**src/ncr_params.svh**
```systemverilog
// How it works
// - Every generated clock is divided from the one 200 MHz reference clock.
// - No clock gearing; all outputs scale with the reference frequency.
// - Each memory channel gets one phase-difference clock pair.
// - Reset clears the channel pair dividers so their phase is deterministic.
// - Channel serial clock runs 1 MHz, or 100 MHz during fast operations.
// - Serial clock held low from power-good until after reset input rises.
// - A 33 MHz hub clock is divided from the core clock and driven out.
// - Hub data moves to core three core cycles after hub clock edge.
// - Test clock is synchronized for private chains; boundary scan uses it directly.
// - Management serial data enters the core through a hardened synchronizer.
// - Reference stable 1 ms before power-good; PLL locks within 1 ms.
// - Second and later reset input assertions are treated as hard resets.
// - System hard reset bit asserts the reset output for a warm reset.
// - Local reset bit warm-hard-resets device, processors, hubs and low-pin parts.
// - Bus init causes a hard reset while local memory stays reachable.
// - Soft reset bit asserts the processor init line when the device drives it.
`ifndef NCR_PARAMS_SVH
`define NCR_PARAMS_SVH
`define NCR_REF_MHZ 200
`define NCR_PHASE_MHZ 100
`define NCR_SERIAL_SLOW_KHZ 1000
`define NCR_HUB_MHZ 33
`define NCR_HUB_XFER_CYC 3
`define NCR_PLL_LOCK_US 1000
`define NCR_RESET_PULSE_CYC 16
`endif

```
**src/ncr_pkg.sv**
```systemverilog
package ncr_pkg;
   typedef enum logic [2:0] {
      NCR_ST_OFF = 3'b000,
      NCR_ST_LOCK = 3'b001,
      NCR_ST_PWRUP = 3'b010,
      NCR_ST_RUN = 3'b011,
      NCR_ST_HARD = 3'b100
   } ncr_state_t;
   typedef struct packed {
      logic system_hard_reset_bit;
      logic local_reset_bit;
      logic soft_reset_bit;
      logic init_drive_en;
   } ncr_ctrl_t;
   typedef struct packed {
      logic hard_reset_active;
      logic local_reset_active;
      logic powerup_done;
      logic pll_locked;
   } ncr_stat_t;
endpackage

```
**src/ncr_clock_reset.sv**
```systemverilog
`timescale 1ns/100ps
`include "ncr_params.svh"
module ncr_clock_reset
   import ncr_pkg::*;
#(
   parameter int NUM_CH = 2,
   parameter int CLK_MHZ = `NCR_REF_MHZ,
   parameter int PLL_LOCK_CYC = `NCR_PLL_LOCK_US * CLK_MHZ
) (
   input wire logic clk_sys,
   input wire logic rst_n,
   input wire logic clk_en,
   input wire logic power_good,
   input wire logic reset_input_n,
   input wire logic bus_init_n,
   input wire ncr_ctrl_t ctrl,
   input wire logic [NUM_CH-1:0] channel_fast_req,
   input wire logic hub_return_clock,
   input wire logic hub_data_in,
   input wire logic test_clock,
   input wire logic mgmt_data_in,
   output logic [NUM_CH-1:0] channel_sync_clock,
   output logic [NUM_CH-1:0] channel_phase_clock,
   output logic [NUM_CH-1:0] channel_serial_clock,
   output logic hub_clock_out,
   output logic hub_data_core,
   output logic hub_data_valid,
   output logic test_clock_core,
   output logic mgmt_data_core,
   output logic reset_output_n,
   output logic core_reset_n,
   output logic local_reset_out_n,
   output logic proc_init_n,
   output logic local_mem_keep,
   output ncr_stat_t stat
);
   localparam int PH_DIV = CLK_MHZ / (2 * `NCR_PHASE_MHZ);
   localparam int SLOW_DIV = (CLK_MHZ * 1000) / (2 * `NCR_SERIAL_SLOW_KHZ);
   localparam int HUB_DIV = CLK_MHZ / (2 * `NCR_HUB_MHZ);
   localparam int PHW = 8;
   localparam int PLW = 24;

   // Level synchronizers: the first stage is read only by the second.
   logic [4:0] sync1;
   logic [4:0] sync2;
   logic [4:0] next_sync1;
   logic [4:0] next_sync2;
   logic pg_s, rin_s, bus_init_n_s, hub_return_clock_s, hdat_s;
   always_comb begin
      next_sync1 = {power_good, reset_input_n, bus_init_n, hub_return_clock, hub_data_in};
      next_sync2 = sync1;
   end
   always_ff @(posedge clk_sys) begin
      if (!rst_n) begin
         sync1 <= 5'h00;
         sync2 <= 5'h00;
      end else if (clk_en) begin
         sync1 <= next_sync1;
         sync2 <= next_sync2;
      end
   end
   assign {pg_s, rin_s, bus_init_n_s, hub_return_clock_s, hdat_s} = sync2;

   // Reset dispatch.
   ncr_state_t state, next_state;
   logic [PLW-1:0] pll_cnt, next_pll_cnt;
   logic [7:0] pulse_cnt, next_pulse_cnt;
   logic first_done, next_first_done;
   logic rin_d, next_rin_d;
   logic rout_n, next_rout_n;
   logic lrst_n, next_lrst_n;
   logic init_n, next_init_n;
   logic keep, next_keep;
   logic core_n, next_core_n;
   ncr_stat_t next_stat;
   always_comb begin
      next_state = state;
      next_pll_cnt = pll_cnt;
      next_pulse_cnt = pulse_cnt;
      next_first_done = first_done;
      next_rin_d = rin_s;
      next_rout_n = 1'b1;
      next_lrst_n = 1'b1;
      next_keep = keep;
      next_core_n = core_n;
      next_init_n = !(ctrl.init_drive_en && ctrl.soft_reset_bit);
      if (ctrl.system_hard_reset_bit) next_rout_n = 1'b0;
      case (state)
         NCR_ST_OFF: begin
            next_core_n = 1'b0;
            next_first_done = 1'b0;
            next_pll_cnt = '0;
            if (pg_s) next_state = NCR_ST_LOCK;
         end
         NCR_ST_LOCK: begin
            next_core_n = 1'b0;
            if (pll_cnt >= PLW'(PLL_LOCK_CYC - 1)) next_state = NCR_ST_PWRUP;
            else next_pll_cnt = pll_cnt + 1'b1;
         end
         NCR_ST_PWRUP: begin
            if (rin_s && !rin_d) begin
               next_core_n = 1'b1;
               next_first_done = 1'b1;
               next_state = NCR_ST_RUN;
            end
         end
         NCR_ST_RUN: begin
            if (!rin_s && rin_d && first_done) begin
               next_core_n = 1'b0;
               next_keep = 1'b0;
               next_state = NCR_ST_HARD;
            end else if (!bus_init_n_s || ctrl.local_reset_bit) begin
               next_core_n = 1'b0;
               next_keep = !bus_init_n_s;
               next_pulse_cnt = 8'(`NCR_RESET_PULSE_CYC);
               next_state = NCR_ST_HARD;
            end
         end
         NCR_ST_HARD: begin
            next_core_n = 1'b0;
            if (ctrl.local_reset_bit) next_lrst_n = 1'b0;
            if (pulse_cnt != 8'h00) next_pulse_cnt = pulse_cnt - 8'h01;
            else if (rin_s && bus_init_n_s) begin
               next_core_n = 1'b1;
               next_lrst_n = 1'b1;
               next_state = NCR_ST_RUN;
            end
         end
         default: next_state = NCR_ST_OFF;
      endcase
      // Losing power-good drops the local reset with the rest, so it never outlives the
      // hard state.
      if (!pg_s) begin
         next_state = NCR_ST_OFF;
         next_lrst_n = 1'b1;
      end
      next_stat = '{hard_reset_active: (next_state == NCR_ST_HARD),
                    local_reset_active: !next_lrst_n,
                    powerup_done: next_first_done,
                    pll_locked: (next_state == NCR_ST_PWRUP) || (next_state == NCR_ST_RUN) ||
                                (next_state == NCR_ST_HARD)};
   end
   always_ff @(posedge clk_sys) begin
      if (!rst_n) begin
         state <= NCR_ST_OFF;
         pll_cnt <= '0;
         pulse_cnt <= 8'h00;
         first_done <= 1'b0;
         rin_d <= 1'b0;
         rout_n <= 1'b1;
         lrst_n <= 1'b1;
         init_n <= 1'b1;
         keep <= 1'b0;
         core_n <= 1'b0;
         stat <= '0;
      end else if (clk_en) begin
         state <= next_state;
         pll_cnt <= next_pll_cnt;
         pulse_cnt <= next_pulse_cnt;
         first_done <= next_first_done;
         rin_d <= next_rin_d;
         rout_n <= next_rout_n;
         lrst_n <= next_lrst_n;
         init_n <= next_init_n;
         keep <= next_keep;
         core_n <= next_core_n;
         stat <= next_stat;
      end
   end
   assign reset_output_n = rout_n;
   assign local_reset_out_n = lrst_n;
   assign proc_init_n = init_n;
   assign local_mem_keep = keep;
   assign core_reset_n = core_n;

   // Channel clocks are plain counts of the reference, so they track its frequency and
   // any spread-spectrum modulation without gearing.
   logic serial_hold;
   assign serial_hold = (state == NCR_ST_LOCK) || (state == NCR_ST_PWRUP) ||
                        (state == NCR_ST_OFF);
   genvar g;
   generate
      for (g = 0; g < NUM_CH; g++) begin : g_ch
         logic [PHW-1:0] ph_cnt, next_ph_cnt;
         logic [15:0] sl_cnt, next_sl_cnt;
         logic ph, next_ph, sy, next_sy, sc, next_sc;
         always_comb begin
            next_ph_cnt = ph_cnt + 1'b1;
            next_ph = ph;
            next_sy = sy;
            if (ph_cnt >= PHW'(PH_DIV - 1)) begin
               next_ph_cnt = '0;
               next_ph = !ph;
               next_sy = ph; // Lags the phase clock by one half period.
            end
            next_sl_cnt = sl_cnt + 1'b1;
            next_sc = sc;
            if (serial_hold) begin
               next_sc = 1'b0;
               next_sl_cnt = '0;
            end else if (channel_fast_req[g]) begin
               next_sc = next_ph;
            end else if (sl_cnt >= 16'(SLOW_DIV - 1)) begin
               next_sl_cnt = '0;
               next_sc = !sc;
            end
            if (!core_n) begin
               next_ph_cnt = '0;
               next_ph = 1'b0;
               next_sy = 1'b0;
            end
         end
         always_ff @(posedge clk_sys) begin
            if (!rst_n) begin
               ph_cnt <= '0;
               sl_cnt <= 16'h0000;
               ph <= 1'b0;
               sy <= 1'b0;
               sc <= 1'b0;
            end else if (clk_en) begin
               ph_cnt <= next_ph_cnt;
               sl_cnt <= next_sl_cnt;
               ph <= next_ph;
               sy <= next_sy;
               sc <= next_sc;
            end
         end
         assign channel_phase_clock[g] = ph;
         assign channel_sync_clock[g] = sy;
         assign channel_serial_clock[g] = sc;
      end
   endgenerate

   // Hub clock divider and fixed-latency capture; the fixed delay keeps reads
   // deterministic whatever the board trace length within one hub period.
   logic [PHW-1:0] hub_cnt, next_hub_cnt;
   logic hub_clk, next_hub_clk;
   logic [1:0] xfer_cnt, next_xfer_cnt;
   logic xfer_busy, next_xfer_busy;
   logic hdat, next_hdat, hval, next_hval;
   logic tck1, tck2, mgd1, mgd2;
   always_comb begin
      next_hub_cnt = hub_cnt + 1'b1;
      next_hub_clk = hub_clk;
      next_xfer_cnt = xfer_cnt;
      next_xfer_busy = xfer_busy;
      next_hdat = hdat;
      next_hval = 1'b0;
      if (hub_cnt >= PHW'(HUB_DIV - 1)) begin
         next_hub_cnt = '0;
         next_hub_clk = !hub_clk;
         if (!hub_clk) begin
            next_xfer_busy = 1'b1;
            next_xfer_cnt = 2'(`NCR_HUB_XFER_CYC - 1);
         end
      end
      if (xfer_busy) begin
         if (xfer_cnt == 2'b00) begin
            next_xfer_busy = 1'b0;
            next_hdat = hdat_s;
            next_hval = 1'b1;
         end else begin
            next_xfer_cnt = xfer_cnt - 2'b01;
         end
      end
   end
   always_ff @(posedge clk_sys) begin
      if (!rst_n) begin
         hub_cnt <= '0;
         hub_clk <= 1'b0;
         xfer_cnt <= 2'b00;
         xfer_busy <= 1'b0;
         hdat <= 1'b0;
         hval <= 1'b0;
         tck1 <= 1'b0;
         tck2 <= 1'b0;
         mgd1 <= 1'b1;
         mgd2 <= 1'b1;
      end else if (clk_en) begin
         hub_cnt <= next_hub_cnt;
         hub_clk <= next_hub_clk;
         xfer_cnt <= next_xfer_cnt;
         xfer_busy <= next_xfer_busy;
         hdat <= next_hdat;
         hval <= next_hval;
         tck1 <= test_clock;
         tck2 <= tck1;
         mgd1 <= mgmt_data_in;
         mgd2 <= mgd1;
      end
   end
   assign hub_clock_out = hub_clk;
   assign hub_data_core = hdat;
   assign hub_data_valid = hval;
   assign test_clock_core = tck2;
   assign mgmt_data_core = mgd2;
   logic unused_hub_return_clock;
   assign unused_hub_return_clock = hub_return_clock_s;
endmodule // ncr_clock_reset

```
**config.mk**
```make
export PLATFORM = sky130hd
export DESIGN_NAME = ncr_clock_reset
export DESIGN_NICKNAME = d
export VERILOG_FILES = /design/src/ncr_pkg.sv /design/src/ncr_clock_reset.sv
export VERILOG_INCLUDE_DIRS = /design/src
export SDC_FILE = /design/constraint.sdc
export NUM_CORES = 1
export LEC_CHECK = 0
export BUFFER_PORTS_ARGS = -buffer_cell sky130_fd_sc_hd__buf_2
export CORE_MARGIN = 10
export CORE_UTILIZATION = 60
export CTS_CLUSTER_DIAMETER = 100
export DETAILED_ROUTE_END_ITERATION = 7
export PLACE_DENSITY = 0.84
export SLEW_MARGIN = 10
export SYNTH_ARGS = -nofsm -noshare
export SYNTH_HDL_FRONTEND = slang
export SYNTH_SLANG_ARGS = --single-unit
export TNS_END_PERCENT = 20
```
**constraint.sdc**
```tcl
create_clock -name clk_sys -period 3.4 [get_ports clk_sys]
set_input_delay 0.17 -clock clk_sys [delete_from_list [all_inputs] [get_ports clk_sys]]
set_output_delay 0.17 -clock clk_sys [all_outputs]
set_load 0.01 [all_outputs]
```
======== Yosys cells after proc, flatten, opt, wreduce, memory -nomap -nowiden ========
Index checks and enable logic that the tools add are counted.
word-level totals
  input bits .............................. 16
  logic and storage cells ................. 170
  output and inout port bits .............. 20
  register bits after elaboration ......... 127
cells by class
  mux-type cells .......................... 64
  $lt $le $gt $ge ......................... 6
  reduce and logical (&&, ||, !) cells .... 42
  eq/ne operators ......................... 15
  $add $sub $neg .......................... 8
operators by type and width
  operator                                                                 number
  16-bit two-way mux                                                       6
  8-bit two-way mux                                                        8
  24-bit case mux with 2 select lines                                      1
  1-bit two-way mux                                                        33
  16-bit by 1-bit adder with 16-bit output, second input constant          2
  16-bit by 7-bit >= comparator with 1-bit output, second input constant   2
  24-bit by 1-bit adder with 24-bit output, second input constant          1
  8-bit by 1-bit adder with 8-bit output, second input constant            3
  24-bit by 18-bit >= comparator with 1-bit output, second input constant  1
  24-bit two-way mux                                                       1
  3-bit two-way mux                                                        7
  8-bit by 1-bit >= comparator with 1-bit output, second input constant    2
  8-bit case mux with 2 select lines                                       1
  3-bit case mux with 5 select lines                                       1
  3-bit by 2-bit == test with 1-bit output, second input constant          4
  3-bit AND reduction                                                      4
  1-bit zero test                                                          10
  2-bit inequality test, second input constant                             5
  2-bit AND reduction                                                      5
  8-bit by 2-bit >= comparator with 1-bit output, second input constant    1
  2-bit two-way mux                                                        4
  2-bit nonzero test                                                       4
  8-bit nonzero test                                                       1
  8-bit by 1-bit subtractor with 8-bit output, second input constant       1
  16 further kinds                                                         27

======== Logic depth before layout (Yosys ltp) ========
Gate-level depths: netlist of run 1.
  depth after elaboration ................. 9
  mapped depth ............................ 8
  depth with buffers taken out ............ 8

======== Least setup slack after synthesis of run 1 ========
No wires, ideal clock.
  path type ............................... register to register
  from .................................... register g_ch[1].sl_cnt[7]
  to ...................................... register g_ch[1].sl_cnt[12]
  stages on the path, launching flop included .. 7
  required time ........................... 3,341 ps
  setup slack ............................. 1,332 ps
  arrival ................................. 2,010 ps
  setup time .............................. 59 ps
  cells stage by stage .................... dfxtp_1 -> or4_1 -> or3_1 -> o31a_1 -> nand2b_1 -> or3b_1 -> nand2_1
between the ends
  longest elaborated chain between the ends .. 4
  elaborated cells on any way between the ends .. 5
  classes of those cells .................. add/sub: 1; order compare: 1; mux: 3
RTL lines
  element                                                                                                      RTL line                                        RTL
  start, declared                                                                                              ncr_clock_reset.sv:185                          logic [15:0] sl_cnt, next_sl_cnt;
  start signal, assigned                                                                                       ncr_clock_reset.sv:222                          sl_cnt <= next_sl_cnt;
  16-bit by 1-bit adder with 16-bit output or 16-bit by 7-bit >= comparator with 1-bit output (tied branches)  ncr_clock_reset.sv:196, ncr_clock_reset.sv:203
  16-bit two-way mux                                                                                           ncr_clock_reset.sv:203                          end else if (sl_cnt >= 16'(SLOW_DIV - 1)) begin
  16-bit two-way mux (*)                                                                                       ncr_clock_reset.sv:201                          end else if (channel_fast_req[g]) begin
  16-bit two-way mux (*)                                                                                       ncr_clock_reset.sv:198                          if (serial_hold) begin
Every way passes the cells marked *; elsewhere a longest branch is shown, timed or not.
A chain may end at the register's enable or synchronous reset.

======== Worst setup path after layout of run 1 ========
  from .................................... register g_ch[1].sl_cnt[7]
  to ...................................... register g_ch[1].sl_cnt[14]
The elaborated chain is that of the path after synthesis.

==> impl_metrics.py, run 1 <==
metrics = {
    "global_route": {
        "grtUsageTotal_pct": 16.1,
        "grt_pass1_vias": 4198,
        "grt_max_degree": 33,
        "antenna_found_initial": 0,
        "overflow": 0,
        "grt_first_pass_wirelength_um": 17900,
    },
    "synthesis": {
        "seq_area_frac_synth_pct": 43.1,
        "synth_cell_types": 53,
        "synth_xor_area_share_pct": 3.29,
        "synth_common_cells": "dfxtp_1, nor2_1, o21ai_0, nand2_1, a21oi_1",
        "synth_area_leaders": "dfxtp_1, o21ai_0, nor2_1",
        "ys.flop_type": "dfxtp_1",
        "ys_async_sr_fraction_pct": 0,
        "netlist.area_leader.share_pct": 43.1,
        "synth-adder-area-share_pct": 1.73,
        "synth_compound_area_share_pct": 16.9,
        "synth_area_per_cell_um2": 8.20,
        "synth_top_family_by_area": "simple AND/OR/NAND/NOR gates",
        "syn-instance-count": 618,
        "syn_area_um2": 5060,
        "synth-simple-area-share_pct": 28.1,
        "synth.area.mux_share_pct": 3.16,
        "yosysWarningCount": 0,
        "post-synth-top-area-cell": "dfxtp_1",
        "postSynthNetCount": 641,
        "ys_ff_latch": 109,
        "synth-edff-count": 0,
        "synth_most_common_cell": "dfxtp_1",
    },
    "setup_path": {
        "r2r-end": "g_ch[1].sl_cnt[14]",
        "critPathKind": "flop to flop",
        "arrival_ns": 2.83,
        "path_max_fanout": 21,
        "cp-startpoint": "g_ch[1].sl_cnt[7]",
        "worstReg2RegStart": "g_ch[1].sl_cnt[7]",
        "r2r_setup_slack_ns": 0.88,
        "reg2regPathDepth": 6,
        "required_ns": 3.71,
        "critPathLaunchType": "flop",
        "cp-end-kind": "flop",
    },
    "placement": {
        "io_buffers": 34,
        "dpl.hpwl_um": 7420,
        "dpl.cell_count": 731,
        "gp_congestion": 0.822,
    },
    "drt": {
        "vias_per_cell": 5.91,
        "dr_total_vias": 4418,
        "ant_nets": 0,
        "drt_first_pass_iters": 5,
        "wirelength_um": 10500,
        "drt_first_iter_violations": 216,
        "post_drt_wl_per_cell_um": 14.0,
        "drc": 0,
    },
    "sta": {
        "tightestPinTransition_ns": 0.838,
        "fmax_ghz": 0.398,
        "hold_violations": 0,
        "timing.slew.headroom_pct": 43.7,
        "fin_crit_sh_pct": 74.0,
        "clock_skew_ns": 0.0134,
        "finalSetupTns_ns": 0,
        "finalSetupViolCount": 0,
        "finalCriticalPeriod_ns": 2.52,
        "rsz0062_at_grt": "no",
        "report.final.slew_viol_count": 0,
        "hold_ws_ns": 0.0165,
    },
    "cells_and_area": {
        "layout-drive-gt1-share_pct": 9.03,
        "synthToLayoutAreaGrowth_pct": 7.49,
        "final_nets": 660,
        "num-fill-cells": 655,
        "diodes": 0,
        "fin_cells": 747,
    },
    "pwr": {
        "p_seq_share_pct": 60.5,
        "p_sw_uw": 517,
        "pwr-share-clk_pct": 34.3,
        "switching_share_pct": 23.9,
        "power_frac_comb_pct": 5.2,
        "power.density_nw_per_um2": 398,
        "leakage_uw": 0.00209,
        "vdd_drop_max_mv": 0.304,
        "power.internal_uw": 1650,
    },
    "min_path": {
        "whs_path_depth": 3,
        "hold_path.class": "input port to flop",
        "worstHoldStart": "mgmt_data_in",
        "min_to": "mgd1",
    },
    "die": {
        "core_area_um2": 8220,
        "die_h_um": 112,
        "rows": 33,
        "die_w_um": 112,
        "initial_utilization_pct": 61.6,
        "dieArea_um2": 12500,
        "num_io_pins": 36,
    },
    "cts": {
        "cts-root-buf": "clkbuf_8",
        "cts.sinks": 109,
        "hold_buffers": 0,
        "cts_tree": "yes",
        "h-tree-depth": 3,
        "postCtsSetupBuffers": 0,
        "clockBufferDepth": 2,
        "path_clk_slew_ns": 0.10,
        "clock_latency_ns": 0.36,
        "postCtsResizedCells": 0,
        "cts_buffers": 9,
    },
    "run": {
        "drv_cap": 0,
    },
    "run_status": {
        "status": "completed",
    },
}
## placed cells by master (no fill, tap or decap), drive strengths merged, types with 12 or more instances in the layout
cell type	netlist	layout
dfxtp	109	109
nand3	24	24
o21ai	62	62
inv	11	13
mux2i	16	16
clkbuf	19	12
a21oi	43	43
or3	16	16
nand2	60	60
and3	16	16
nand2b	16	16
nor2	75	75
buf	12	39
xor2	15	15
## worst max-delay path, cell delays in order, from the launching register on
cell      delay, ns
dfxtp_1        0.37
or4_1          0.55
or3_1          0.32
o31a_1         0.51
nand2b_1       0.27
or3b_1         0.38
nand2_1        0.07
## power by group through the flow
| stage | clock network, uW | logic (uW) | registers [uW] |
|---|---|---|---|
| after floorplan | 0 | 77.0 | 1340 |
| after global placement | 0 | 109 | 1340 |
| after detailed placement | 0 | 112 | 1340 |
| after CTS | 757 | 113 | 1310 |
| after global routing | 800 | 126 | 1310 |
| final | 742 | 112 | 1310 |
## metal layers
metal / share of wire [%] / vias up / global-route usage [%]
met1: 47 / 2065 / 19.3
met3: 3.9 / 12 / 3.17
li1: - / 2241 / -
met2: 47 / 100 / 27.1
met5: 0 / - / 0
met4: 1.3 / 0 / 7.63
## registers in the layout, indices dropped and copies added, names as in the netlist, 2 cells and up
signal       flops
g_ch.sc          2
sync2            4
xfer_cnt         2
stat             3
pll_cnt         24
state            3
next_sync2       4
g_ch.sl_cnt     32
g_ch.ph          2
pulse_cnt        8
hub_cnt          8
g_ch.sy          2
## kinds of logic (layout without fill, tap and decap cells)
| kind of cell | count (synthesis) | count (layout) |
|---|---|---|
| AO/OA/AOI/OAI | 147 | 147 |
| XOR/XNOR | 19 | 19 |
| flip-flops | 109 | 109 |
| AND/OR/NAND/NOR | 278 | 278 |
| adder cells (fa/ha/maj) | 7 | 7 |
| buffers and inverters | 42 | 66 |
| multiplexers | 16 | 16 |
## layout make-up
type	instances	area (um^2)	share of cell area (%)
Multi-Input combinational cell	467	2700	49.5
Sequential cell	109	2180	40.1
Timing Repair Buffer	39	208	3.82
Clock buffer	12	155	2.85
Tap cell	105	131	2.41
Inverter	11	41.3	0.758
Clock inverter	4	30.0	0.552
## worst max path at each step
stage | depth (start not counted) | endpoint
after floorplan | 6 | g_ch[1].sl_cnt[12]
after global placement | 6 | g_ch[1].sl_cnt[14]
after detailed placement | 6 | g_ch[1].sl_cnt[12]
after CTS | 6 | g_ch[1].sl_cnt[14]
after global routing | 6 | pll_cnt[13]
final | 6 | g_ch[1].sl_cnt[14]
## stage by stage
step                      total power, uW  instance area, um^2  worst slack [ns]  util [%]
final                                2160                 5440             0.884      66.3
after global routing                 2240                 5440             0.562      66.3
after CTS                            2180                 5440             0.890      66.3
after detailed placement             1450                 5260             0.921      64.0
after global placement               1450                 5260             0.967      64.0
after floorplan                      1410                 5060              1.33         -
(Power assumes the default switching activity.)
==> run 2: changes to the inputs <==
Settings changed: CORE_UTILIZATION 60 to 54, PLACE_DENSITY 0.84 to 0.8.
Clock period 3.4 ns to 2.3 ns, I/O delays scaled along.
==> run 2 against run 1 <==
Clock-buffer cell count shrank 2. Critical path depth stayed put. Sequential power up 48%.
==> impl_metrics.py, run 2 (same netlist as run 1, synthesis figures left out) <==
metrics = {
    "die": {
        "die_w_um": 117,
        "core_area_um2": 9200,
        "num_io_pins": 36,
        "dieArea_um2": 13700,
        "die_h_um": 117,
        "initial_utilization_pct": 55.1,
        "rows": 35,
    },
    "pwr": {
        "power.density_nw_per_um2": 592,
        "p_sw_uw": 743,
        "vdd_drop_max_mv": 0.497,
        "power.internal_uw": 2590,
        "p_seq_share_pct": 58.1,
        "pwr-share-clk_pct": 36.4,
        "switching_share_pct": 22.3,
        "leakage_uw": 0.00218,
        "power_uw": 3330,
        "power_frac_comb_pct": 5.5,
    },
    "drt": {
        "vias_per_cell": 5.84,
        "ant_nets": 0,
        "post_drt_wl_per_cell_um": 14.0,
        "dr_total_vias": 4489,
        "drt_first_pass_iters": 5,
        "drt_first_iter_violations": 214,
        "drc": 0,
        "wirelength_um": 10800,
    },
    "cells_and_area": {
        "multiInputGateArea_um2": 2710,
        "layout_common_cells": "dfxtp_1, nor2_1, o21ai_0, nand2_1, a21oi_1",
        "final_common_cell": "dfxtp_1",
        "final_nets": 678,
        "synthToLayoutAreaGrowth_pct": 11.1,
        "regMostFlops": "g_ch.sl_cnt",
        "diodes": 0,
        "top_regs": "g_ch.sl_cnt x32, pll_cnt x24",
        "largest_register_ffs": 32,
        "fin_cells": 769,
        "design_area_um2": 5630,
        "layout-drive-gt1-share_pct": 10.8,
        "num-fill-cells": 763,
        "seqCellArea_um2": 2180,
        "final_core_util_pct": 61.2,
    },
    "run": {
        "drv_cap": 0,
    },
    "global_route": {
        "grt_max_degree": 33,
        "overflow": 0,
        "antenna_found_initial": 0,
        "grt_first_pass_wirelength_um": 18700,
        "grtUsageTotal_pct": 16.4,
        "grt_pass1_vias": 4279,
    },
    "cts": {
        "clockBufferDepth": 2,
        "cts_tree": "yes",
        "cts.sinks": 109,
        "postCtsSetupBuffers": 0,
        "cts_buffers": 9,
        "h-tree-depth": 3,
        "path_clk_slew_ns": 0.10,
        "clock_latency_ns": 0.36,
        "cts-root-buf": "clkbuf_8",
    },
    "sta": {
        "finalSetupTns_ns": 0,
        "clock_skew_ns": 0.0125,
        "hold_violations": 0,
        "finalSetupViolCount": 0,
        "timing.slew.headroom_pct": 63.1,
        "fmax_ghz": 0.456,
        "fin_crit_sh_pct": 95.3,
        "report.final.slew_viol_count": 0,
        "rsz0062_at_grt": "no",
        "finalCriticalPeriod_ns": 2.19,
        "tightestPinTransition_ns": 0.550,
    },
    "run_status": {
        "status": "completed",
    },
    "setup_path": {
        "crit_buf_inv": 0,
        "critPathKind": "flop to flop",
        "arrival_ns": 2.51,
        "path_max_fanout": 6,
        "critical-path-max-stage-delay_ns": 0.55,
        "cp_cell_sequence": "or4_1, or3_1, o31a_1, nand2b_1, or3b_1, nand2_1",
        "crit_family": "simple AND/OR/NAND/NOR gates",
        "cp-end-kind": "flop",
        "cp_slowest_cell": "or4_1",
        "cp-startpoint": "g_ch[1].sl_cnt[7]",
        "critPathLaunchType": "flop",
        "worstReg2RegStart": "g_ch[1].sl_cnt[7]",
        "required_ns": 2.62,
        "r2r_setup_slack_ns": 0.11,
    },
    "min_path": {
        "worstHoldStart": "ctrl[3]",
        "hold_path.class": "input port to flop",
    },
    "placement": {
        "io_buffers": 34,
        "dpl.cell_count": 749,
        "gp_congestion": 0.821,
        "dpl.hpwl_um": 7680,
        "place_area_um2": 5360,
    },
}
## run 2: cell count changes in the layout (fill, tap and decap cells not counted)
cell           previous run  this run
nor2_1                   75        74
clkinv_2                  1         0
clkinvlp_4                1         2
a2111oi_2                 0         1
o2bb2a_1                  1         0
bufinv_16                 0         2
o2bb2a_2                  0         1
inv_6                     2         0
dlygate4sd3_1             0         6
a2111oi_0                 1         0
buf_4                     5        17
nor2_2                    0         1
clkbuf_8                 11         9
## run 2: timing repair
| item | in CTS | in global routing |
|---|---|---|
| hold buffers | 6 | 0 |
| endpoints found under the hold margin | 6 | 0 |
| endpoints found under the setup margin | 0 | 12 |
| resized for setup | 0 | 4 |
## run 2: cell type report
class	count	area share, %
multi-input cells	467	48.1
flip-flops and latches	109	38.8
repair buffers	57	6.36
well taps	111	2.47
clock buffers	10	2.27
clock inverters	4	1.33
inverters	11	0.733
## run 2: power by group through the flow
stage,combinational (uW),clock [uW],sequential [uW]
3_5_place_dp,176,0,1980
5_1_grt,205,1310,1940
4_1_cts,184,1240,1940
3_3_place_gp,170,0,1980
6_report,184,1210,1940
2_1_floorplan,114,0,1980
## run 2: through the flow
stage          setup slack [ns]  hold WS, ns
6_report                  0.108       0.0267
5_1_grt                  0.0166       0.0949
4_1_cts                  0.0893      0.00948
2_1_floorplan             0.232        0.243
3_5_place_dp             0.0968        0.339
3_3_place_gp              0.157        0.334
## run 2: path summary, 6_finish.rpt
| check | endpoint | cells after the start |
|---|---|---|
| setup reg to reg | g_ch[1].sl_cnt[12] | 6 |
| hold reg to reg | g_ch[0].sl_cnt[15] | 1 |
| hold / removal | reset_output_n | 4 |
| setup / recovery | g_ch[1].sl_cnt[12] | 6 |
## run 2: metal layers
layer | global-route usage, % | wire (um) | part of all wire, % | vias to the layer above
met4 | 6.01 | 156 | 1.4 | 0
met2 | 27.9 | 5180 | 48 | 79
met1 | 20.3 | 5060 | 47 | 2118
met5 | 0 | 0 | 0 | -
met3 | 3.06 | 391 | 3.6 | 15
li1 | - | - | - | 2277
## run 2: tightest hold or removal path: cells and delay by family
kind	cells	cell delay (ns)
and+or+nand+nor	2	0.10
AOI/OAI and AO/OA	1	0.06
buffers and inverters	1	0.08
